==> config.mk <==
export PLATFORM = sky130hd
export DESIGN_NAME = gpio_ports
export DESIGN_NICKNAME = d
export VERILOG_FILES = /design/src/gpio_ports.v
export VERILOG_INCLUDE_DIRS = /design/src
export SDC_FILE = /design/constraint.sdc
export NUM_CORES = 1
export LEC_CHECK = 0
export BUFFER_PORTS_ARGS = -buffer_cell sky130_fd_sc_hd__clkbuf_2
export CORE_ASPECT_RATIO = 0.7
export CORE_UTILIZATION = 40
export DETAILED_ROUTE_END_ITERATION = 10
export SETUP_SLACK_MARGIN = 0.2
export SYNTH_ARGS = -nofsm -noshare
export SYNTH_HDL_FRONTEND = slang
export SYNTH_SLANG_ARGS = --single-unit
export TNS_END_PERCENT = 1
==> constraint.sdc <==
create_clock -name aclk -period 6.1 [get_ports aclk]
set_clock_uncertainty 0.15 [all_clocks]
set_input_delay 0.61 -clock aclk [delete_from_list [all_inputs] [get_ports aclk]]
set_output_delay 0.61 -clock aclk [all_outputs]
set_load 0.05 [all_outputs]
==> src/gpio_regs.vh <==
// register indices, field layouts, reset values and masks of the gpio ports
`ifndef GPIO_REGS_VH
`define GPIO_REGS_VH

// register indices; the byte address is four times the index
`define IDX_CHG_EN_LO 10'h0c0
`define IDX_CHG_EN_HI 10'h0c2
`define IDX_CHG_PU_LO 10'h0c4
`define IDX_CHG_PU_HI 10'h0c6
`define IDX_A_DIR 10'h2c0
`define IDX_A_PIN 10'h2c2
`define IDX_A_LAT 10'h2c4
`define IDX_B_DIR 10'h2c6
`define IDX_B_PIN 10'h2c8
`define IDX_B_LAT 10'h2cb
`define IDX_C_DIR 10'h2cc
`define IDX_C_PIN 10'h2ce
`define IDX_C_LAT 10'h2d0
`define IDX_D_DIR 10'h2d2
`define IDX_D_PIN 10'h2d4
`define IDX_D_LAT 10'h2d6
`define IDX_F_DIR 10'h2de
`define IDX_F_PIN 10'h2e0
`define IDX_F_LAT 10'h2e2
`define IDX_IRQ_STATUS 10'h0f0
`define IDX_IRQ_ENABLE 10'h0f1
`define IDX_IRQ_CLEAR 10'h0f2

// implemented pins per port, packed f,d,c,b,a from the top
`define PORT_MASK_ALL {16'h007f, 16'h030f, 16'he000, 16'h1fff, 16'h0800}
`define DIR_RESET_ALL {16'h007f, 16'h030f, 16'he000, 16'h1fff, 16'h0800}
`define LAT_RESET_ALL 80'h0
`define CHG_RESET 24'h000000

// register kinds within a port
`define KIND_DIR 2'h0
`define KIND_PIN 2'h1
`define KIND_LAT 2'h2

// interrupt status layout and bus response codes
`define IRQ_CHANGE_BIT 0
`define RESP_OKAY 2'b00
`define RESP_SLVERR 2'b10

`endif

==> src/gpio_ports.v <==
// gpio ports a, b, c, d and f with input change notification and an axi4-lite register slave
//
// Behaviour
// - any enabled monitored input changing state raises the change interrupt request.
// - change detection keeps working in sleep; a combinational wake request needs no clock.
// - up to 24 monitored inputs, numbered 0 to 23.
// - each monitored input has an interrupt enable bit; only enabled ones count; reset zero.
// - pull-up enables: inputs 0-15 in low register, 16-23 in high bits 7:0.
// - smaller variant implements inputs 0 to 18; missing bits read zero.
// - implemented direction bits reset to one; pin and latch registers reset to zero.
// - port b has pins 12 to 0; bits 15 to 13 read zero.
// - direction one makes an input with driver off; zero drives the latch.
// - pin register reads sampled pins, writes the latch; latch register accesses latch.
// - pins selected as analog inputs read zero through the pin register.
// - a peripheral driving a pin disables the port driver; the pin stays readable.
//
// The AXI4-Lite register port was left to the implementer.
`timescale 1ns/1ps
`include "gpio_regs.vh"

module gpio_ports #(
    parameter CHANGE_COUNT = 24 // monitored inputs, 19 on the small variant
) (
    input wire aclk, // system clock
    input wire aresetn, // synchronous reset, active low
    input wire [31:0] s_axi_awaddr, // write address
    input wire s_axi_awvalid, // write address valid
    output wire s_axi_awready, // write address ready
    input wire [31:0] s_axi_wdata, // write data
    input wire [3:0] s_axi_wstrb, // write byte strobes
    input wire s_axi_wvalid, // write data valid
    output wire s_axi_wready, // write data ready
    output reg [1:0] s_axi_bresp, // write response
    output reg s_axi_bvalid, // write response valid
    input wire s_axi_bready, // write response ready
    input wire [31:0] s_axi_araddr, // read address
    input wire s_axi_arvalid, // read address valid
    output wire s_axi_arready, // read address ready
    output reg [31:0] s_axi_rdata, // read data
    output reg [1:0] s_axi_rresp, // read response
    output reg s_axi_rvalid, // read data valid
    input wire s_axi_rready, // read data ready
    input wire [15:0] port_a_in, // port a pin levels
    output wire [15:0] port_a_out, // port a output data
    output wire [15:0] port_a_oe, // port a output enables
    input wire [15:0] port_b_in, // port b pin levels
    output wire [15:0] port_b_out, // port b output data
    output wire [15:0] port_b_oe, // port b output enables
    input wire [15:0] port_c_in, // port c pin levels
    output wire [15:0] port_c_out, // port c output data
    output wire [15:0] port_c_oe, // port c output enables
    input wire [15:0] port_d_in, // port d pin levels
    output wire [15:0] port_d_out, // port d output data
    output wire [15:0] port_d_oe, // port d output enables
    input wire [15:0] port_f_in, // port f pin levels
    output wire [15:0] port_f_out, // port f output data
    output wire [15:0] port_f_oe, // port f output enables
    input wire [79:0] periph_drive, // peripheral drives pin, packed f,d,c,b,a
    input wire [15:0] analog_b, // port b pins used as analog inputs
    input wire [23:0] change_in, // monitored input pins
    output wire [23:0] pullup_en, // weak pull-up enables
    output wire change_wake, // asynchronous wake request while clocks stop
    output wire irq // level interrupt request
);

// --------------------------------------------------------------------
// constants and state
// --------------------------------------------------------------------
localparam [79:0] PORT_MASK = `PORT_MASK_ALL;
localparam [23:0] CHG_MASK = 24'hffffff >> (24 - CHANGE_COUNT);

reg [79:0] dir_all;
reg [79:0] lat_all;
reg [23:0] chg_en;
reg [23:0] chg_pu;
reg [23:0] chg_prev;
reg [31:0] irq_status;
reg [31:0] irq_enable;
reg [103:0] sync1;
reg [103:0] sync2;
reg [103:0] sync3;
reg [103:0] filt;
reg aw_held;
reg w_held;
reg [9:0] aw_idx;
reg [15:0] w_data;
reg [1:0] w_strb;

wire [103:0] raw_in = {change_in, port_f_in, port_d_in, port_c_in, port_b_in, port_a_in};
wire [79:0] pin_lvl = filt[79:0];
wire [23:0] chg_lvl = filt[103:80];

// --------------------------------------------------------------------
// pin synchroniser
// --------------------------------------------------------------------
// a change is accepted once stages two and three agree, so a stage-two
// glitch never reaches the pin register or the detector
always @(posedge aclk)
begin
    if (!aresetn)
    begin
        sync1 <= 104'h0;
        sync2 <= 104'h0;
        sync3 <= 104'h0;
        filt <= 104'h0;
    end
    else
    begin
        sync1 <= raw_in;
        sync2 <= sync1;
        sync3 <= sync2;
        filt <= (sync2 & sync3) | (filt & (sync2 ^ sync3));
    end
end

// --------------------------------------------------------------------
// change detector and pads
// --------------------------------------------------------------------
wire [23:0] chg_live = chg_en & CHG_MASK;
wire change_evt = |((chg_lvl ^ chg_prev) & chg_live);

// raw pins against the held reference, so a change still wakes with aclk stopped
assign change_wake = |((change_in ^ chg_prev) & chg_live);
assign pullup_en = chg_pu & CHG_MASK;
assign irq = |(irq_status & irq_enable);

wire [79:0] drive = ~dir_all & ~periph_drive & PORT_MASK;
assign port_a_oe = drive[15:0];
assign port_b_oe = drive[31:16];
assign port_c_oe = drive[47:32];
assign port_d_oe = drive[63:48];
assign port_f_oe = drive[79:64];
assign port_a_out = lat_all[15:0];
assign port_b_out = lat_all[31:16];
assign port_c_out = lat_all[47:32];
assign port_d_out = lat_all[63:48];
assign port_f_out = lat_all[79:64];

// pin register view: unimplemented and analog pins read zero
wire [79:0] pin_view = pin_lvl & PORT_MASK & ~{48'h0, analog_b, 16'h0};

// --------------------------------------------------------------------
// address decode
// --------------------------------------------------------------------
// returns {hit, port[2:0], kind[1:0]} for the port registers
function [5:0] port_decode;
    input [9:0] idx;
    begin
        if (idx == `IDX_A_DIR) port_decode = {1'b1, 3'd0, `KIND_DIR};
        else if (idx == `IDX_A_PIN) port_decode = {1'b1, 3'd0, `KIND_PIN};
        else if (idx == `IDX_A_LAT) port_decode = {1'b1, 3'd0, `KIND_LAT};
        else if (idx == `IDX_B_DIR) port_decode = {1'b1, 3'd1, `KIND_DIR};
        else if (idx == `IDX_B_PIN) port_decode = {1'b1, 3'd1, `KIND_PIN};
        else if (idx == `IDX_B_LAT) port_decode = {1'b1, 3'd1, `KIND_LAT};
        else if (idx == `IDX_C_DIR) port_decode = {1'b1, 3'd2, `KIND_DIR};
        else if (idx == `IDX_C_PIN) port_decode = {1'b1, 3'd2, `KIND_PIN};
        else if (idx == `IDX_C_LAT) port_decode = {1'b1, 3'd2, `KIND_LAT};
        else if (idx == `IDX_D_DIR) port_decode = {1'b1, 3'd3, `KIND_DIR};
        else if (idx == `IDX_D_PIN) port_decode = {1'b1, 3'd3, `KIND_PIN};
        else if (idx == `IDX_D_LAT) port_decode = {1'b1, 3'd3, `KIND_LAT};
        else if (idx == `IDX_F_DIR) port_decode = {1'b1, 3'd4, `KIND_DIR};
        else if (idx == `IDX_F_PIN) port_decode = {1'b1, 3'd4, `KIND_PIN};
        else if (idx == `IDX_F_LAT) port_decode = {1'b1, 3'd4, `KIND_LAT};
        else port_decode = 6'h00;
    end
endfunction

function [15:0] merge;
    input [15:0] old;
    input [15:0] data;
    input [1:0] strb;
    begin
        merge = {strb[1] ? data[15:8] : old[15:8], strb[0] ? data[7:0] : old[7:0]};
    end
endfunction

// --------------------------------------------------------------------
// write channel
// --------------------------------------------------------------------
assign s_axi_awready = !aw_held && !s_axi_bvalid;
assign s_axi_wready = !w_held && !s_axi_bvalid;

wire do_write = aw_held && w_held && !s_axi_bvalid;
wire [5:0] wdec = port_decode(aw_idx);
wire [6:0] wbase = {wdec[4:2], 4'h0};
wire [15:0] wmask = PORT_MASK[wbase +: 16];
wire w_cn = (aw_idx == `IDX_CHG_EN_LO) || (aw_idx == `IDX_CHG_EN_HI)
    || (aw_idx == `IDX_CHG_PU_LO) || (aw_idx == `IDX_CHG_PU_HI);
wire w_irq = (aw_idx == `IDX_IRQ_ENABLE) || (aw_idx == `IDX_IRQ_CLEAR);
wire clr_change = do_write && (aw_idx == `IDX_IRQ_CLEAR) && w_strb[0]
    && w_data[`IRQ_CHANGE_BIT];

always @(posedge aclk)
begin
    if (!aresetn)
    begin
        aw_held <= 1'b0;
        w_held <= 1'b0;
        aw_idx <= 10'h0;
        w_data <= 16'h0;
        w_strb <= 2'h0;
        s_axi_bvalid <= 1'b0;
        s_axi_bresp <= `RESP_OKAY;
        dir_all <= `DIR_RESET_ALL;
        lat_all <= `LAT_RESET_ALL;
        chg_en <= `CHG_RESET;
        chg_pu <= `CHG_RESET;
        irq_enable <= 32'h0;
    end
    else
    begin
        if (s_axi_awvalid && s_axi_awready)
        begin
            aw_held <= 1'b1;
            aw_idx <= s_axi_awaddr[11:2];
        end
        if (s_axi_wvalid && s_axi_wready)
        begin
            w_held <= 1'b1;
            w_data <= s_axi_wdata[15:0];
            w_strb <= s_axi_wstrb[1:0];
        end
        if (s_axi_bvalid && s_axi_bready)
            s_axi_bvalid <= 1'b0;
        if (do_write)
        begin
            aw_held <= 1'b0;
            w_held <= 1'b0;
            s_axi_bvalid <= 1'b1;
            s_axi_bresp <= (wdec[5] || w_cn || w_irq) ? `RESP_OKAY : `RESP_SLVERR;
            if (wdec[5] && wdec[1:0] == `KIND_DIR)
                dir_all[wbase +: 16] <= merge(dir_all[wbase +: 16], w_data, w_strb) & wmask;
            if (wdec[5] && wdec[1:0] != `KIND_DIR)
                lat_all[wbase +: 16] <= merge(lat_all[wbase +: 16], w_data, w_strb) & wmask;
            if (aw_idx == `IDX_CHG_EN_LO)
                chg_en[15:0] <= merge(chg_en[15:0], w_data, w_strb);
            if (aw_idx == `IDX_CHG_EN_HI && w_strb[0])
                chg_en[23:16] <= w_data[7:0];
            if (aw_idx == `IDX_CHG_PU_LO)
                chg_pu[15:0] <= merge(chg_pu[15:0], w_data, w_strb);
            if (aw_idx == `IDX_CHG_PU_HI && w_strb[0])
                chg_pu[23:16] <= w_data[7:0];
            if (aw_idx == `IDX_IRQ_ENABLE && w_strb[0])
                irq_enable <= {31'h0, w_data[`IRQ_CHANGE_BIT]};
        end
    end
end

// --------------------------------------------------------------------
// change capture and sticky status
// --------------------------------------------------------------------
always @(posedge aclk)
begin
    if (!aresetn)
    begin
        chg_prev <= 24'h0;
        irq_status <= 32'h0;
    end
    else
    begin
        chg_prev <= chg_lvl;
        // a change in the same cycle as the clear keeps the bit set
        if (change_evt)
            irq_status[`IRQ_CHANGE_BIT] <= 1'b1;
        else if (clr_change)
            irq_status[`IRQ_CHANGE_BIT] <= 1'b0;
    end
end

// --------------------------------------------------------------------
// read channel
// --------------------------------------------------------------------
assign s_axi_arready = !s_axi_rvalid;

wire [9:0] r_idx = s_axi_araddr[11:2];
wire [5:0] rdec = port_decode(r_idx);
wire [6:0] rbase = {rdec[4:2], 4'h0};
reg [15:0] r_val;
reg r_hit;

always @*
begin
    r_hit = 1'b1;
    r_val = 16'h0;
    if (rdec[5] && rdec[1:0] == `KIND_DIR)
        r_val = dir_all[rbase +: 16];
    else if (rdec[5] && rdec[1:0] == `KIND_PIN)
        r_val = pin_view[rbase +: 16];
    else if (rdec[5])
        r_val = lat_all[rbase +: 16];
    else if (r_idx == `IDX_CHG_EN_LO)
        r_val = chg_live[15:0];
    else if (r_idx == `IDX_CHG_EN_HI)
        r_val = {8'h00, chg_live[23:16]};
    else if (r_idx == `IDX_CHG_PU_LO)
        r_val = pullup_en[15:0];
    else if (r_idx == `IDX_CHG_PU_HI)
        r_val = {8'h00, pullup_en[23:16]};
    else if (r_idx == `IDX_IRQ_STATUS)
        r_val = irq_status[15:0];
    else if (r_idx == `IDX_IRQ_ENABLE)
        r_val = irq_enable[15:0];
    else if (r_idx == `IDX_IRQ_CLEAR)
        r_val = 16'h0;
    else
        r_hit = 1'b0;
end

// pin data reaches the pin register four cycles after the pin moves, so a direction
// write followed directly by a pin read may show the old level
always @(posedge aclk)
begin
    if (!aresetn)
    begin
        s_axi_rvalid <= 1'b0;
        s_axi_rdata <= 32'h0;
        s_axi_rresp <= `RESP_OKAY;
    end
    else if (s_axi_arvalid && s_axi_arready)
    begin
        s_axi_rvalid <= 1'b1;
        s_axi_rdata <= {16'h0, r_val};
        s_axi_rresp <= r_hit ? `RESP_OKAY : `RESP_SLVERR;
    end
    else if (s_axi_rvalid && s_axi_rready)
        s_axi_rvalid <= 1'b0;
end

endmodule // gpio_ports

Word-level counts from Yosys, hierarchy flattened. Index checks and enable logic that the tools add are counted.

Input port bits: 307. Register bits after elaboration: 702. Logic and storage cells: 207. Output and inout port bits: 227.

Reductions and logical operators: 48. Bitwise logic cells: 17. Equal/unequal tests: 44. Multiplexer cells: 63. Shift-type cells: 9. Add/subtract/negate cells: 1.

Operator list (number): $shiftx A80 B8 Y16 (5); $eq A10 B10 Y1 const B (30); $and A104 B104 Y104 (2); $mux W6 (30); $bwmux W80 (2); $shiftx A16 B9 Y80 (2); $not A71 Y71 (2); $eq A10 B8 Y1 const B (13); $or A104 B104 Y104 (1); $xor A104 B104 Y104 (1); $mux W16 (6); $and A71 B80 Y80 (1); $not A32 Y80 (1); $shift A16 B9 Y80 const A (1); $shiftx A80 B8 Y16 const A (1); $and A71 B71 Y71 (1); $and A24 B24 Y24 (2); $reduce_or A24 Y1 (2); $xor A24 B24 Y24 (2); $mux W8 (5); $and A16 B16 Y16 (2); $reduce_or A32 Y1 (1); $logic_and A1 B1 Y1 (19); $mux W1 (18); other kinds (12) (32).

Depth between registers and ports, before layout.
Depth after elaboration: 21. Gate-level depth with buffers: 15. Mapped depth without buffers: 10.

Worst setup path after synthesis. OpenSTA, ideal clock, no wires.

Kind: register to register. Start point: register aw_idx[3]. End point: register dir_all[1]. Arrival: 3.645 ns. Required time: 5.835 ns. Slack: 2.189 ns. Period minus slack after synthesis: 3.911 ns. Path buffers: 4. Stages on the path, launching flop included: 13. Cell sequence: dfxtp_1 > or4b_1 > o22a_2 > a21boi_2 > buf_6 > buf_2 > buf_2 > nor2_1 > ha_1 > or4_1 > or4_1 > clkbuf_1 > and3_1.

Longest elaborated chain between the ends: 21. Elaborated cells on any way between the ends: 42. Those cells by class: add/sub (1); eq/ne (15); shift (4); mux (18); bitwise (1); reduce/logical (3).

RTL lines: from (decl) (line gpio_ports.v:85) `reg [9:0] aw_idx;`; from (signal assigned) (line gpio_ports.v:215) `aw_idx <= s_axi_awaddr[11:2];`; $eq A10 B10 Y1 (no line); $mux W6 (line gpio_ports.v:163) `` else if (idx == `IDX_F_LAT) port_decode = {1'b1, 3'd4, `KIND_LAT}; ``; $mux W6 (line gpio_ports.v:162) `` else if (idx == `IDX_F_PIN) port_decode = {1'b1, 3'd4, `KIND_PIN}; ``; $mux W6 (line gpio_ports.v:161) `` else if (idx == `IDX_F_DIR) port_decode = {1'b1, 3'd4, `KIND_DIR}; ``; $mux W6 (line gpio_ports.v:160) `` else if (idx == `IDX_D_LAT) port_decode = {1'b1, 3'd3, `KIND_LAT}; ``; $mux W6 (line gpio_ports.v:159) `` else if (idx == `IDX_D_PIN) port_decode = {1'b1, 3'd3, `KIND_PIN}; ``; $mux W6 (line gpio_ports.v:158) `` else if (idx == `IDX_D_DIR) port_decode = {1'b1, 3'd3, `KIND_DIR}; ``; $mux W6 (line gpio_ports.v:157) `` else if (idx == `IDX_C_LAT) port_decode = {1'b1, 3'd2, `KIND_LAT}; ``; [... 5 more ...]; $mux W6 (line gpio_ports.v:151) `` else if (idx == `IDX_A_LAT) port_decode = {1'b1, 3'd0, `KIND_LAT}; ``; $mux W6 (line gpio_ports.v:150) `` else if (idx == `IDX_A_PIN) port_decode = {1'b1, 3'd0, `KIND_PIN}; ``; $mux W6 (*) (line gpio_ports.v:149) `` if (idx == `IDX_A_DIR) port_decode = {1'b1, 3'd0, `KIND_DIR}; ``; $shiftx A80 B8 Y16 (line gpio_ports.v:232) `dir_all[wbase +: 16] <= merge(dir_all[wbase +: 16], w_data, w_strb) & wmask;`; $mux W8 (line gpio_ports.v:173) `merge = {strb[1] ? data[15:8] : old[15:8], strb[0] ? data[7:0] : old[7:0]};`; $and A16 B16 Y16 (line gpio_ports.v:232); $shiftx A16 B9 Y80 (line gpio_ports.v:232); $bwmux W80 (line gpio_ports.v:232); to (signal assigned) (line gpio_ports.v:204) `` dir_all <= `DIR_RESET_ALL; ``; to (signal, indexed assignment) (line gpio_ports.v:232); to (decl) (line gpio_ports.v:72) `reg [79:0] dir_all;`.

Every way passes the cells marked *; elsewhere a longest branch is shown, timed or not. A chain may end at the register's enable or synchronous reset.

Worst setup path in the final report.
Start point: register aw_idx[3]. End point: register dir_all[11].

Same word-level chain as after synthesis.

==> out/results.ini <==
[status]
status=finished, final reports clean

[sta]
rsz0062_at_grt=false
drv_slew=0
finalSetupViolations=0
fin_crit_ns=4.630
hold_ws_ns=0.06381
fmax_mhz=216.0
worst_pin_slew_ns=1.177
relSlewSlack_pct=21.53
hold_viol_final=0
fin_setup_tns_ns=0
period_share_pct=75.89

[synthesis]
ys_seq_area_share_pct=45.71
synthCells=2478
yosysTopAreaCellShare_pct=45.71
synth_largest_area_cell=dfxtp_1
syn_area_um2=21900
synth_edf_count=0
synthTopCellsByArea=dfxtp_1, and2_1, nand2_1
synth-seq-cells=500
synthFlopType=dfxtp_1
yosys_warnings=0
synth_most_common_cell=dfxtp_1
syn_area_per_cell_um2=8.838
synth_common_cells=dfxtp_1, nand2_1, nor2_1
synthDistinctLibCells=91
async_reset_ff_share_pct=0

[placed_design]
postPlaceCellArea_um2=23850
placed_cells=3402
portBuffers=300
place_hpwl_mm=60.45
place.gp.congestion=1.016

[clock_tree]
h-tree-depth=2
clkSinkCount=500
cts_setup_buffers=0
cts_hold_buf=0
numCtsBuffers=49
worstSkewPairLatency_ns=0.60
root_buffer=clkbuf_16
cts.path.max_buffers=3
clk_pin_slew_worst_paths_ns=0.07
ctsResizeCount=0
cts_tree=done

[critical_path]
crit_required_ns=6.38
critPathKind=register to register
r2r_end=dir_all[11]
worst-path-buf-inv=1
slowest_delay_ns=0.80
cp-endpoint=dir_all[11]
critical_path_cell_count=10
timing.rr.start=aw_idx[3]
crit_fanout=20
worstPathCellList=or4b_1, o22a_2, a21boi_4, buf_4, nor2_1, ha_1, or4_1, or4_1, a221oi_1, o21ai_0
end_kind=register
crit_slowest_cell=or4_1
rr_worst_depth=10
ff2ff_setup_slack_ns=1.47
setup.worst_path.start=aw_idx[3]
worst_path_most_repeated_cell=or4_1
crit_family=simple AND/OR/NAND/NOR gates
startpoint_type=register
cp_data_arrival_time_ns=4.91

[drt]
vias_per_cell=5.641
post-route-drc-count=0
firstDrtPassIters=6
via_count=19710
totalWireLength_mm=82.99
ant_nets=0
wl_per_cell_um=23.75
drt-initial-drc-count=2258

[floorplanning]
die_w_um=281.7
fp-row-count=71
die_area_um2=55700
coreArea_um2=53920
io_pins=534
die_h_um=197.8
start_util_pct=40.61

[global_routing]
grt_max_degree=140
grt_pass1_vias=18020
grt_pass1_wl_mm=119.5
grt_usage_pct=29.17
antenna_found_initial=5
overflow=0

[power]
internal_power_mw=5.409
p_seq_share_pct=47.3
p_switching_mw=1.763
vdd_ir_drop_max_mv=0.2067
p_leak_nw=10.69
clkPwrFrac_pct=46.5
power.density_nw_per_um2=280.1
pwr-share-comb_pct=6.3
p_sw_share_pct=24.58

[min_path]
hold_class=primary input to register
holdPathStages=2

[cells_and_area]
fin_cells=3494
final_core_util_pct=47.49
drive_above_1_share_pct=17.31
nNetsFinal=3087
area_delta_synth_final_pct=16.94
design_area_um2=25610

[run]
maxCapViolCount=0

[power by group through the flow]
stage	clock (mW)	combinational (mW)	sequential, mW
global placement	0	0.437	3.46
finish	3.33	0.451	3.39
global route	3.51	0.486	3.39
detailed placement	0	0.443	3.46
CTS	3.38	0.446	3.39
floorplan	0	0.331	3.44
[routing by layer]
layer	share of wire, %	GRT usage (%)	up-vias
met5	0	0	-
met4	2.3	7.790	0
met3	12	7.587	134
met2	41	41.59	1113
met1	44	42.90	9394
li1	-	-	9067
[stage by stage]
stage	total power, mW	setup WS [ns]
detailed placement	3.903	1.596
finish	7.172	1.470
floorplan	3.771	2.189
global route	7.389	1.357
CTS	7.216	1.572
global placement	3.894	1.642
[placed cells by master, fill, tap and decap left out, drive strengths merged, types with 11 or more instances in the layout]
master / n
inv: 22
dfxtp: 500
mux2: 12
a221oi: 15
mux2i: 96
nor2b: 13
buf: 44
nor3: 43
nor2: 209
a31oi: 20
nand4: 18
nand3: 79
a21oi: 162
xor2: 48
and2: 203
o211ai: 11
ha: 57
nand2: 326
nand2b: 12
nor3b: 12
o21ai: 106
a211oi: 17
a32o: 14
o31ai: 14
a22oi: 40
and3: 33
clkbuf: 367
nor4: 12
conb: 68
a22o: 14
[registers in the layout, summed over array words and instances, names as in the netlist, 2 cells and up]
name,cells
dir_all,80
lat_all,80
filt,54
sync1,54
sync2,54
sync3,54
chg_en,24
chg_prev,24
pullup_en,24
s_axi_rdata,16
w_data,16
aw_idx,10
w_strb,2
[logic make-up (layout without fill, tap and decap cells)]
kind of cell	after synthesis	count (layout)	synth area share (%)
adder cells (fa/ha/maj)	58	58	3.302
AND/OR/NAND/NOR	1014	1014	23.15
XOR/XNOR	49	49	1.960
flip-flops	500	500	45.71
multiplexers	108	108	5.005
buffers and inverters	236	453	5.542
other	1	70	0.01712
AO/OA/AOI/OAI	512	512	15.32
[how the worst min path moves through the flow]
| stage | slack (ns) | start | endpoint |
|---|---|---|---|
| 3_5_place_dp | 0.27 | sync1[22] | sync2[22] |
| 6_report | 0.06 | port_b_in[8] | sync1[24] |
| 4_1_cts | 0.03 | port_b_in[2] | sync1[18] |
| 3_3_place_gp | 0.26 | sync1[101] | sync2[101] |
| 5_1_grt | 0.05 | port_b_in[3] | sync1[19] |
| 2_1_floorplan | 0.26 | sync1[100] | sync2[100] |
[cell type report]
| type | count | area (um2) |
|---|---|---|
| antenna | 2 | 5.005 |
| clock buffer | 68 | 1408 |
| clock inverter | 22 | 351.6 |
| fill | 5119 | 28310 |
| inverter | 20 | 77.57 |
| multi-input combinational | 1809 | 10990 |
| sequential | 500 | 10010 |
| tap | 730 | 913.4 |
| timing repair buffer | 343 | 1856 |
Power figures use the tool's default switching activity.
